File: config.mk
export PLATFORM = sky130hd
export DESIGN_NAME = charge_time_edge_control
export DESIGN_NICKNAME = d
export VERILOG_FILES = /design/src/edge_ctl_pkg.sv /design/src/edge_ctl_if.sv /design/src/charge_time_edge_control.sv /design/src/edge_detector.sv
export SDC_FILE = /design/constraint.sdc
export NUM_CORES = 1
export LEC_CHECK = 0
export BUFFER_PORTS_ARGS = -buffer_cell sky130_fd_sc_hd__clkbuf_2
export CORE_ASPECT_RATIO = 1.25
export CORE_MARGIN = 3
export CORE_UTILIZATION = 35
export DETAILED_ROUTE_END_ITERATION = 10
export GPL_TIMING_DRIVEN = 0
export PLACE_DENSITY_LB_ADDON = 0.08
export SLEW_MARGIN = 20
export SYNTH_ARGS = -nofsm -noshare
export SYNTH_HDL_FRONTEND = slang
export SYNTH_SLANG_ARGS = --single-unit
File: constraint.sdc
create_clock -name pclk -period 2.21 [get_ports pclk]
set_input_delay 0.221 -clock pclk [delete_from_list [all_inputs] [get_ports pclk]]
set_output_delay 0.221 -clock pclk [all_outputs]
set_load 0.1 [all_outputs]
File: src/edge_ctl_pkg.sv
// Package with register layout, reset values and source codes of the edge control unit.
package edge_ctl_pkg;

    // ==========================================================
    // Register map.
    localparam logic [11:0] CONTROL_OFFSET = 12'h000;
    localparam logic [31:0] CONTROL_RESET  = 32'h0000_0000;
    localparam logic [31:0] CONTROL_WMASK  = 32'hFFFC_BFFF;
    localparam logic [31:0] SLVERR_DATA    = 32'h0000_0000;

    // ==========================================================
    // Field positions.
    localparam int FIRST_SENS_BIT   = 31;
    localparam int FIRST_POL_BIT    = 30;
    localparam int FIRST_SRC_LSB    = 26;
    localparam int SECOND_FLAG_BIT  = 25;
    localparam int FIRST_FLAG_BIT   = 24;
    localparam int SECOND_SENS_BIT  = 23;
    localparam int SECOND_POL_BIT   = 22;
    localparam int SECOND_SRC_LSB   = 18;
    localparam int ENABLE_BIT       = 15;
    localparam int IDLE_STOP_BIT    = 13;
    localparam int TIME_GEN_BIT     = 12;
    localparam int EDGE_GATE_BIT    = 11;
    localparam int EDGE_ORDER_BIT   = 10;
    localparam int DISCHARGE_BIT    = 9;
    localparam int TRIGGER_OUT_BIT  = 8;
    localparam int TRIM_LSB         = 2;
    localparam int RANGE_LSB        = 0;
    localparam int SRC_WIDTH        = 4;
    localparam int NUM_SOURCES      = 16;

    // ==========================================================
    // Channel one source codes; channel two uses the same index space.
    localparam logic [3:0] SRC_TIMER_ONE   = 4'h0;
    localparam logic [3:0] SRC_COMPARE_ONE = 4'h1;
    localparam logic [3:0] SRC_COMP_TWO    = 4'hE;

endpackage

File: src/edge_ctl_if.sv
// Interface that carries one edge channel's configuration and result.
`timescale 1ns/100ps
interface edge_chan_if;
    logic                  sens;    // 1 edge, 0 level.
    logic                  pol;     // 1 rising, 0 falling.
    logic [15:0]           sources; // Synchronised sources.
    logic [3:0]            sel;     // Source code.
    logic                  hit;     // Qualifying event.
    modport ctl (output sens, pol, sources, sel, input hit);
    modport det (input sens, pol, sources, sel, output hit);
endinterface

File: src/charge_time_edge_control.sv
// Edge control unit of the charge time measurement block with its APB register.
//
// Our own choices: register access over APB and the placing of the registers.
`timescale 1ns/100ps
module charge_time_edge_control (
    input  wire logic        pclk,                // Peripheral clock, 100 MHz.
    input  wire logic        presetn,             // Asynchronous reset, active low.
    input  wire logic        psel,                // APB select.
    input  wire logic        penable,             // APB enable.
    input  wire logic        pwrite,              // APB direction.
    input  wire logic [11:0] paddr,               // APB byte address.
    input  wire logic [31:0] pwdata,              // APB write data.
    input  wire logic [3:0]  pstrb,               // APB byte strobes.
    output logic             pready,              // APB ready.
    output logic [31:0]      prdata,              // APB read data.
    output logic             pslverr,             // APB error.
    input  wire logic [2:0]  comparator_output,   // Comparators three, two, one.
    input  wire logic [2:0]  capture_event,       // Capture units three, two, one.
    input  wire logic        compare_event,       // Compare unit one event.
    input  wire logic        timer_event,         // Timer one event.
    input  wire logic [7:0]  external_edge_pin,   // Edge pins eight down to one.
    input  wire logic [4:0]  second_edge_pin,     // Edge pins thirteen down to nine.
    input  wire logic        device_idle,         // Device idle request.
    output logic             unit_active,         // Unit enabled and not idle-stopped.
    output logic             current_discharge,   // Grounds the current source output.
    output logic             first_edge_flag,     // First edge status.
    output logic             second_edge_flag,    // Second edge status.
    output logic             time_generation_enable, // Delay generation on.
    output logic             trigger_output_enable,  // Trigger output on.
    output logic [5:0]       current_trim,        // Current trim.
    output logic [1:0]       current_range        // Current range.
);
    localparam int NUM_ASYNC = 22;

    typedef struct packed {
        logic [31:0]          ctrl;
        logic [NUM_ASYNC-1:0] s1;
        logic [NUM_ASYNC-1:0] s2;
        logic [NUM_ASYNC-1:0] s3;
        logic [NUM_ASYNC-1:0] filt;
        logic                 ready;
        logic                 err;
        logic [31:0]          rdata;
        logic                 active;
    } top_state_t;

    top_state_t  state_ff;
    top_state_t  nxt_state;
    logic [NUM_ASYNC-1:0] raw;
    logic [NUM_ASYNC-1:0] stable;
    logic        hit1;
    logic        hit2;
    logic        setup;
    logic        hit_addr;
    logic [31:0] bmask;

    edge_chan_if ch1 ();
    edge_chan_if ch2 ();

    // ==========================================================
    // Input synchronisers; a change counts once stages two and three agree.
    // The idle request rides in the top bit so that it is filtered like every source.
    assign raw = {device_idle, second_edge_pin, comparator_output, capture_event, external_edge_pin,
                  compare_event, timer_event};

    // Filtered levels; a disagreement between stages two and three keeps the last agreed value.
    assign stable = state_ff.filt;

    // ==========================================================
    // Channel source tables. Index order matches the source codes.
    // First channel: pins 1 and 2 are swapped in codes 3 and 2.
    assign ch1.sources = {stable[15:13], stable[12:10], stable[9:4], stable[2], stable[3],
                          stable[1], stable[0]};
    // Second channel: comparators, bus clock tick, captures, pins 13..9, pins 1 and 2.
    assign ch2.sources = {stable[15:13], 1'b1, stable[12:10], stable[20:16], stable[2],
                          stable[3], stable[1], stable[0]};
    assign ch1.sens = state_ff.ctrl[edge_ctl_pkg::FIRST_SENS_BIT];
    assign ch1.pol  = state_ff.ctrl[edge_ctl_pkg::FIRST_POL_BIT];
    assign ch1.sel  = state_ff.ctrl[edge_ctl_pkg::FIRST_SRC_LSB +: edge_ctl_pkg::SRC_WIDTH];
    assign ch2.sens = state_ff.ctrl[edge_ctl_pkg::SECOND_SENS_BIT];
    assign ch2.pol  = state_ff.ctrl[edge_ctl_pkg::SECOND_POL_BIT];
    assign ch2.sel  = state_ff.ctrl[edge_ctl_pkg::SECOND_SRC_LSB +: edge_ctl_pkg::SRC_WIDTH];
    assign hit1 = ch1.hit;
    assign hit2 = ch2.hit;

    edge_detector u_first (
        .pclk    (pclk),
        .presetn (presetn),
        .chan    (ch1)
    );

    edge_detector u_second (
        .pclk    (pclk),
        .presetn (presetn),
        .chan    (ch2)
    );

    // ==========================================================
    // APB decode: zero wait states, unmapped addresses answer with an error.
    assign setup    = psel & ~penable;
    assign hit_addr = (paddr == edge_ctl_pkg::CONTROL_OFFSET);
    always_comb begin
        for (int b = 0; b < 4; b++) begin
            bmask[b*8 +: 8] = {8{pstrb[b]}};
        end
    end

    // Next state: bus write first, then hardware flag sets on top so a set wins.
    always_comb begin
        nxt_state       = state_ff;
        nxt_state.s1    = raw;
        nxt_state.s2    = state_ff.s1;
        nxt_state.s3    = state_ff.s2;
        for (int i = 0; i < NUM_ASYNC; i++) begin
            if (state_ff.s2[i] == state_ff.s3[i]) begin
                nxt_state.filt[i] = state_ff.s3[i];
            end
        end
        nxt_state.ready = setup;
        nxt_state.err   = setup & ~hit_addr;
        nxt_state.rdata = (setup & ~pwrite & hit_addr) ? state_ff.ctrl : edge_ctl_pkg::SLVERR_DATA;
        if (psel && penable && pwrite && hit_addr) begin
            nxt_state.ctrl = (state_ff.ctrl & ~(bmask & edge_ctl_pkg::CONTROL_WMASK))
                           | (pwdata & bmask & edge_ctl_pkg::CONTROL_WMASK);
        end
        nxt_state.active = state_ff.ctrl[edge_ctl_pkg::ENABLE_BIT]
                         & ~(state_ff.ctrl[edge_ctl_pkg::IDLE_STOP_BIT] & stable[NUM_ASYNC-1]);
        if (state_ff.active && state_ff.ctrl[edge_ctl_pkg::EDGE_GATE_BIT]) begin
            if (hit1) begin
                nxt_state.ctrl[edge_ctl_pkg::FIRST_FLAG_BIT] = 1'b1;
            end
            if (hit2 && (!state_ff.ctrl[edge_ctl_pkg::EDGE_ORDER_BIT]
                         || state_ff.ctrl[edge_ctl_pkg::FIRST_FLAG_BIT])) begin
                nxt_state.ctrl[edge_ctl_pkg::SECOND_FLAG_BIT] = 1'b1;
            end
        end
    end

    // Registers all state; every field clears at reset.
    always_ff @(posedge pclk or negedge presetn) begin
        if (!presetn) begin
            state_ff      <= '0;
            state_ff.ctrl <= edge_ctl_pkg::CONTROL_RESET;
        end else begin
            state_ff <= nxt_state;
        end
    end

    // ==========================================================
    // Outputs straight from flip-flops.
    assign pready                 = state_ff.ready;
    assign pslverr                = state_ff.err;
    assign prdata                 = state_ff.rdata;
    assign unit_active            = state_ff.active;
    assign current_discharge      = state_ff.ctrl[edge_ctl_pkg::DISCHARGE_BIT];
    assign first_edge_flag        = state_ff.ctrl[edge_ctl_pkg::FIRST_FLAG_BIT];
    assign second_edge_flag       = state_ff.ctrl[edge_ctl_pkg::SECOND_FLAG_BIT];
    assign time_generation_enable = state_ff.ctrl[edge_ctl_pkg::TIME_GEN_BIT];
    assign trigger_output_enable  = state_ff.ctrl[edge_ctl_pkg::TRIGGER_OUT_BIT];
    assign current_trim           = state_ff.ctrl[edge_ctl_pkg::TRIM_LSB +: 6];
    assign current_range          = state_ff.ctrl[edge_ctl_pkg::RANGE_LSB +: 2];
endmodule

File: src/edge_detector.sv
// One edge channel: source select and edge or level qualification.
`timescale 1ns/100ps
module edge_detector (
    input  wire logic  pclk,     // Peripheral clock.
    input  wire logic  presetn,  // Asynchronous reset, active low.
    edge_chan_if.det   chan      // Channel configuration and result.
);
    typedef struct packed {
        logic prev;
    } det_state_t;

    det_state_t state_ff;
    det_state_t nxt_state;
    logic       cur;

    // Selects one of sixteen sources and applies polarity.
    always_comb begin
        cur = chan.sources[chan.sel] ~^ chan.pol;
        nxt_state.prev = cur;
    end

    // Edge mode needs a low to high change of the polarised input; level mode needs it high.
    assign chan.hit = chan.sens ? (cur & ~state_ff.prev) : cur;

    // Registers the previous polarised value.
    always_ff @(posedge pclk or negedge presetn) begin
        if (!presetn) begin
            state_ff <= '0;
        end else begin
            state_ff <= nxt_state;
        end
    end
endmodule

Yosys cells after proc, flatten, opt, wreduce, memory -nomap -nowiden
Cells that the tools add are included.
{"block": "totals", "regBits": 157, "wordCells": 96}
{"block": "op_classes", "n_lt_le_gt_ge": 2, "eq_ne": 22, "mux": 11, "bitwise": 20, "reduce_logical": 8}
{"cell": "32-bit AND", "n": 2}
{"cell": "32-bit 2-to-1 mux", "n": 1}
{"cell": "32-bit inverter", "n": 1}
{"cell": "32-bit bitwise OR", "n": 1}
{"cell": "26-bit 2-to-1 mux", "n": 1}
{"cell": "1-bit == test", "n": 22}
{"cell": "12-bit logical NOT", "n": 1}
{"cell": "4-bit by 5-bit < comparator with 1-bit output, second input constant", "n": 2}
{"cell": "1-bit AND", "n": 8}
{"cell": "1-bit binary-select mux with 4-bit select", "n": 2}
{"cell": "1-bit 2-to-1 mux", "n": 6}
{"cell": "1-bit inverter", "n": 6}
{"cell": "1-bit logical AND", "n": 5}
{"cell": "2-bit 2-to-1 mux", "n": 1}
{"cell": "1-bit bitwise XNOR", "n": 2}
{"cell": "1-bit logical NOT", "n": 1}
{"cell": "1-bit logical OR", "n": 1}

Longest topological paths before layout
{"block": "logic_depth", "ltp_word": 8, "ltp_mapped": 6, "depth_no_buf": 5}

Hierarchy
From an unflattened synthesis, not the netlist that was laid out.
{"block": "hier_totals", "hier_cells": 314, "area_unflattened_um2": 5353.9}
{"mod": "charge_time_edge_control", "n_inst": 1, "cells_each": 298, "area_per_inst_um2": 5001.0, "seq_area_each_um2": 3728.6}
{"mod": "edge_detector", "n_inst": 2, "cells_each": 8, "area_per_inst_um2": 176.4, "seq_area_each_um2": 25.0}

Worst setup path after synthesis
OpenSTA, ideal clock, no wires.
{"block": "synth_path", "path_type": "in2reg", "start": "in paddr[9]", "end": "reg state_ff (netlist bit first_edge_flag)", "setup_ns": 0.118, "arrival_ns": 1.748, "required_ns": 2.092, "setup_slack_ns": 0.344, "cell_stages": 5, "path_buffers": 1, "path_cell_list": "or4_4 -> or4_4 -> buf_6 -> mux2_4 -> a21o_1"}
{"element": "from (decl)", "line": "charge_time_edge_control.sv:11", "source": "input wire logic [11:0] paddr,"}
{"element": "to (signal assigned)", "line": "charge_time_edge_control.sv:145", "source": "state_ff <= nxt_state;"}
{"element": "to (decl)", "line": "charge_time_edge_control.sv:47", "source": "top_state_t state_ff;"}

==> reports/results.ini <==
[setup_path]
endpoint_kind=register
start_kind=register
crit_fanout=7
cp_data_arrival_time_ns=2.36
crit_required_ns=2.56
r2r_cells=6
timing.rr.end=first_edge_flag$_DFF_PN0_
worstSetupPathType=register to register
r2r_slack_ns=0.21

[global_routing]
grt_pass1_wl_mm=14.8
grt_usage_pct=11.9
grt_overflow=0
antenna_found_initial=0
grt_max_degree=78
grt_pass1_vias=3013

[synth]
ys.warnings.count=0
ys_types=29
synth.yosys.seq_area_share_pct=71.9
synth_area_sq_um=5250
synth_cells=323
ys_ff_latch=151
synth_area_per_cell_sq_um=16.3

[final_layout]
layout_commonest_cell=dfrtp_1
drive_above_1_share_pct=46.1
area_growth_pct=33.4
nets=559
mostFrequentLayoutCells=dfrtp_1, clkbuf_2, buf_4, and2_1, mux2_2
post-route-util_pct=48.2
n_antenna_cell=0

[power]
irDropWorstVdd_uv=461
powerDensity_nw_per_um2=918
p_leak_nw=3.52

[detailed_routing]
wirelength_mm=8.96
routedWlPerCell_um=13.3
routed_via_density=4.20
ant_nets=0
num_vias=2837
first_pass_iters=4
drc_errors=0
drt_iter0_markers=67

[min_path]
worstHoldStart=pwdata[9]
holdPathStages=2
min_path_type=input pin to register

[die]
die_y_um=143
initial_core_util_pct=36.2
ios=123
die-area_sq_um=16500
rows=49
design.core.area_sq_um=14500
dieWidth_um=116

[cts]
hold_buffers=23
cts.sinks=151
clk_pin_slew_ns=0.06
htree_num_levels=4
cts_tree=done
cts_root_buffer=clkbuf_16
numCtsBuffers=17
post_cts_resized=0
cts_max_path_buffers=2
worstSkewPairLatency_ns=0.41
postCtsSetupRepairBufs=0

[sta]
finClkSkew_ns=0.00572
period_share_pct=90.7
worst_pin_slew_ns=0.608
drv_slew=0
max_freq_ghz=0.499
hold_viol_final=0
slew_headroom_pct=59.5
min_period_ns=2.00
fin_ws_ns=0.205
rsz0062_at_grt=false
setup_violations=0

[placement]
pre_cts_slack_ns=-0.0655
gp_congestion=0.737
hpwlAfterDp_mm=6.32
numPortBuffers=116

[run]
drv_cap=0

[status]
status=finished, final reports clean

per-layer routing:
metal / wire length [um] / vias up / track usage [%] / part of all wire (%)
met5: 0 / - / 0 / 0
met4: 127 / 0 / 5.38 / 1.4
met3: 599 / 8 / 4.54 / 6.7
met2: 4480 / 98 / 19.3 / 50
met1: 3760 / 1364 / 14.0 / 42
li1: - / 1367 / - / -
logic make-up (layout without fill, tap and decap cells):
logic type      Yosys count  after routing  share of synthesized area [%]
fa+ha+maj                22             22                           4.19
buf+inv                  49            221                           6.55
other cells               1              3                         0.0714
compound gates            7              7                          0.953
mux                      43             43                           10.5
xor+xnor                  2              2                          0.333
simple gates             48             48                           5.50
flops                   151            151                           71.9
cell type report:
type,instances,area (sq um)
inverter,3,11.3
clock inverter,12,221
tap,178,223
sequential,151,3780
buffer,46,333
timing repair buffer,140,847
clock buffer,20,457
multi-input combinational,125,1140
fill,1275,7520
how the worst max path moves through the flow:
| stage | start | end | slack [ns] | cells after the start |
|---|---|---|---|---|
| global route | register | first_edge_flag$_DFF_PN0_ | 0.1 | 6 |
| detailed placement | paddr[9] | prdata[27]$_DFF_PN0_ | -0.07 | 6 |
| global placement | presetn | nxt_state[85]$_DFF_PN0_ | -1.62 | 1 |
| finish | register | first_edge_flag$_DFF_PN0_ | 0.21 | 6 |
| floorplan | paddr[9] | first_edge_flag$_DFF_PN0_ | 0.34 | 5 |
| CTS | register | first_edge_flag$_DFF_PN0_ | 0.14 | 6 |
power by group:
part	internal [W]	switching [W]	total, W
Clock	0.00218	0.00106	0.00324
Sequential	0.00287	0.0000522	0.00293
Combinational	0.000135	0.000137	0.000272
Total	0.00518	0.00125	0.00644
worst max-delay path, cell delays in order (launching register included):
cell and delay (ns):
dfrtp_1 0.32, buf_2 0.23, mux4_2 0.54, mux2_2 0.28, a32oi_1 0.19, xor2_1 0.24
a21o_1 0.14
cell usage after synthesis:
master,count,area (sq um)
buf_6,1,11.3
a21o_1,2,15.0
xnor2_1,1,8.76
inv_1,3,11.3
xor2_1,1,8.76
nor3_1,1,5.00
mux2_2,28,315
buf_4,40,300
nor4_1,3,18.8
a21oi_1,2,10.0
mux2i_1,7,70.1
mux4_2,6,135
nand3_1,1,5.00
maj3_1,22,220
nand3b_1,1,7.51
clkbuf_1,3,11.3
mux2_4,2,30.0
a32oi_1,1,8.76
dfrtp_1,151,3780
and2_1,29,181
nand2_1,5,18.8
a221oi_1,1,8.76
or4_4,2,22.5
conb_1,1,3.75
buf_2,2,10.0
nor2_1,3,11.3
a21boi_0,1,7.51
nand2b_1,2,12.5
nor2b_1,1,6.26
metrics by stage:
stage	instance area [sq um]	setup TNS [ns]	cells	hold WS, ns	power (W)
floorplan	5260	0	325	-0.0746	0.00307
global placement	6060	-243.48	619	0.330	0.00321
detailed placement	6100	-0.509	620	0.275	0.00323
CTS	7010	0	675	0.0159	0.00655
global route	7010	0	675	0.0210	0.00672
finish	7010	0	675	0.0415	0.00644
(Power assumes the default switching activity.)
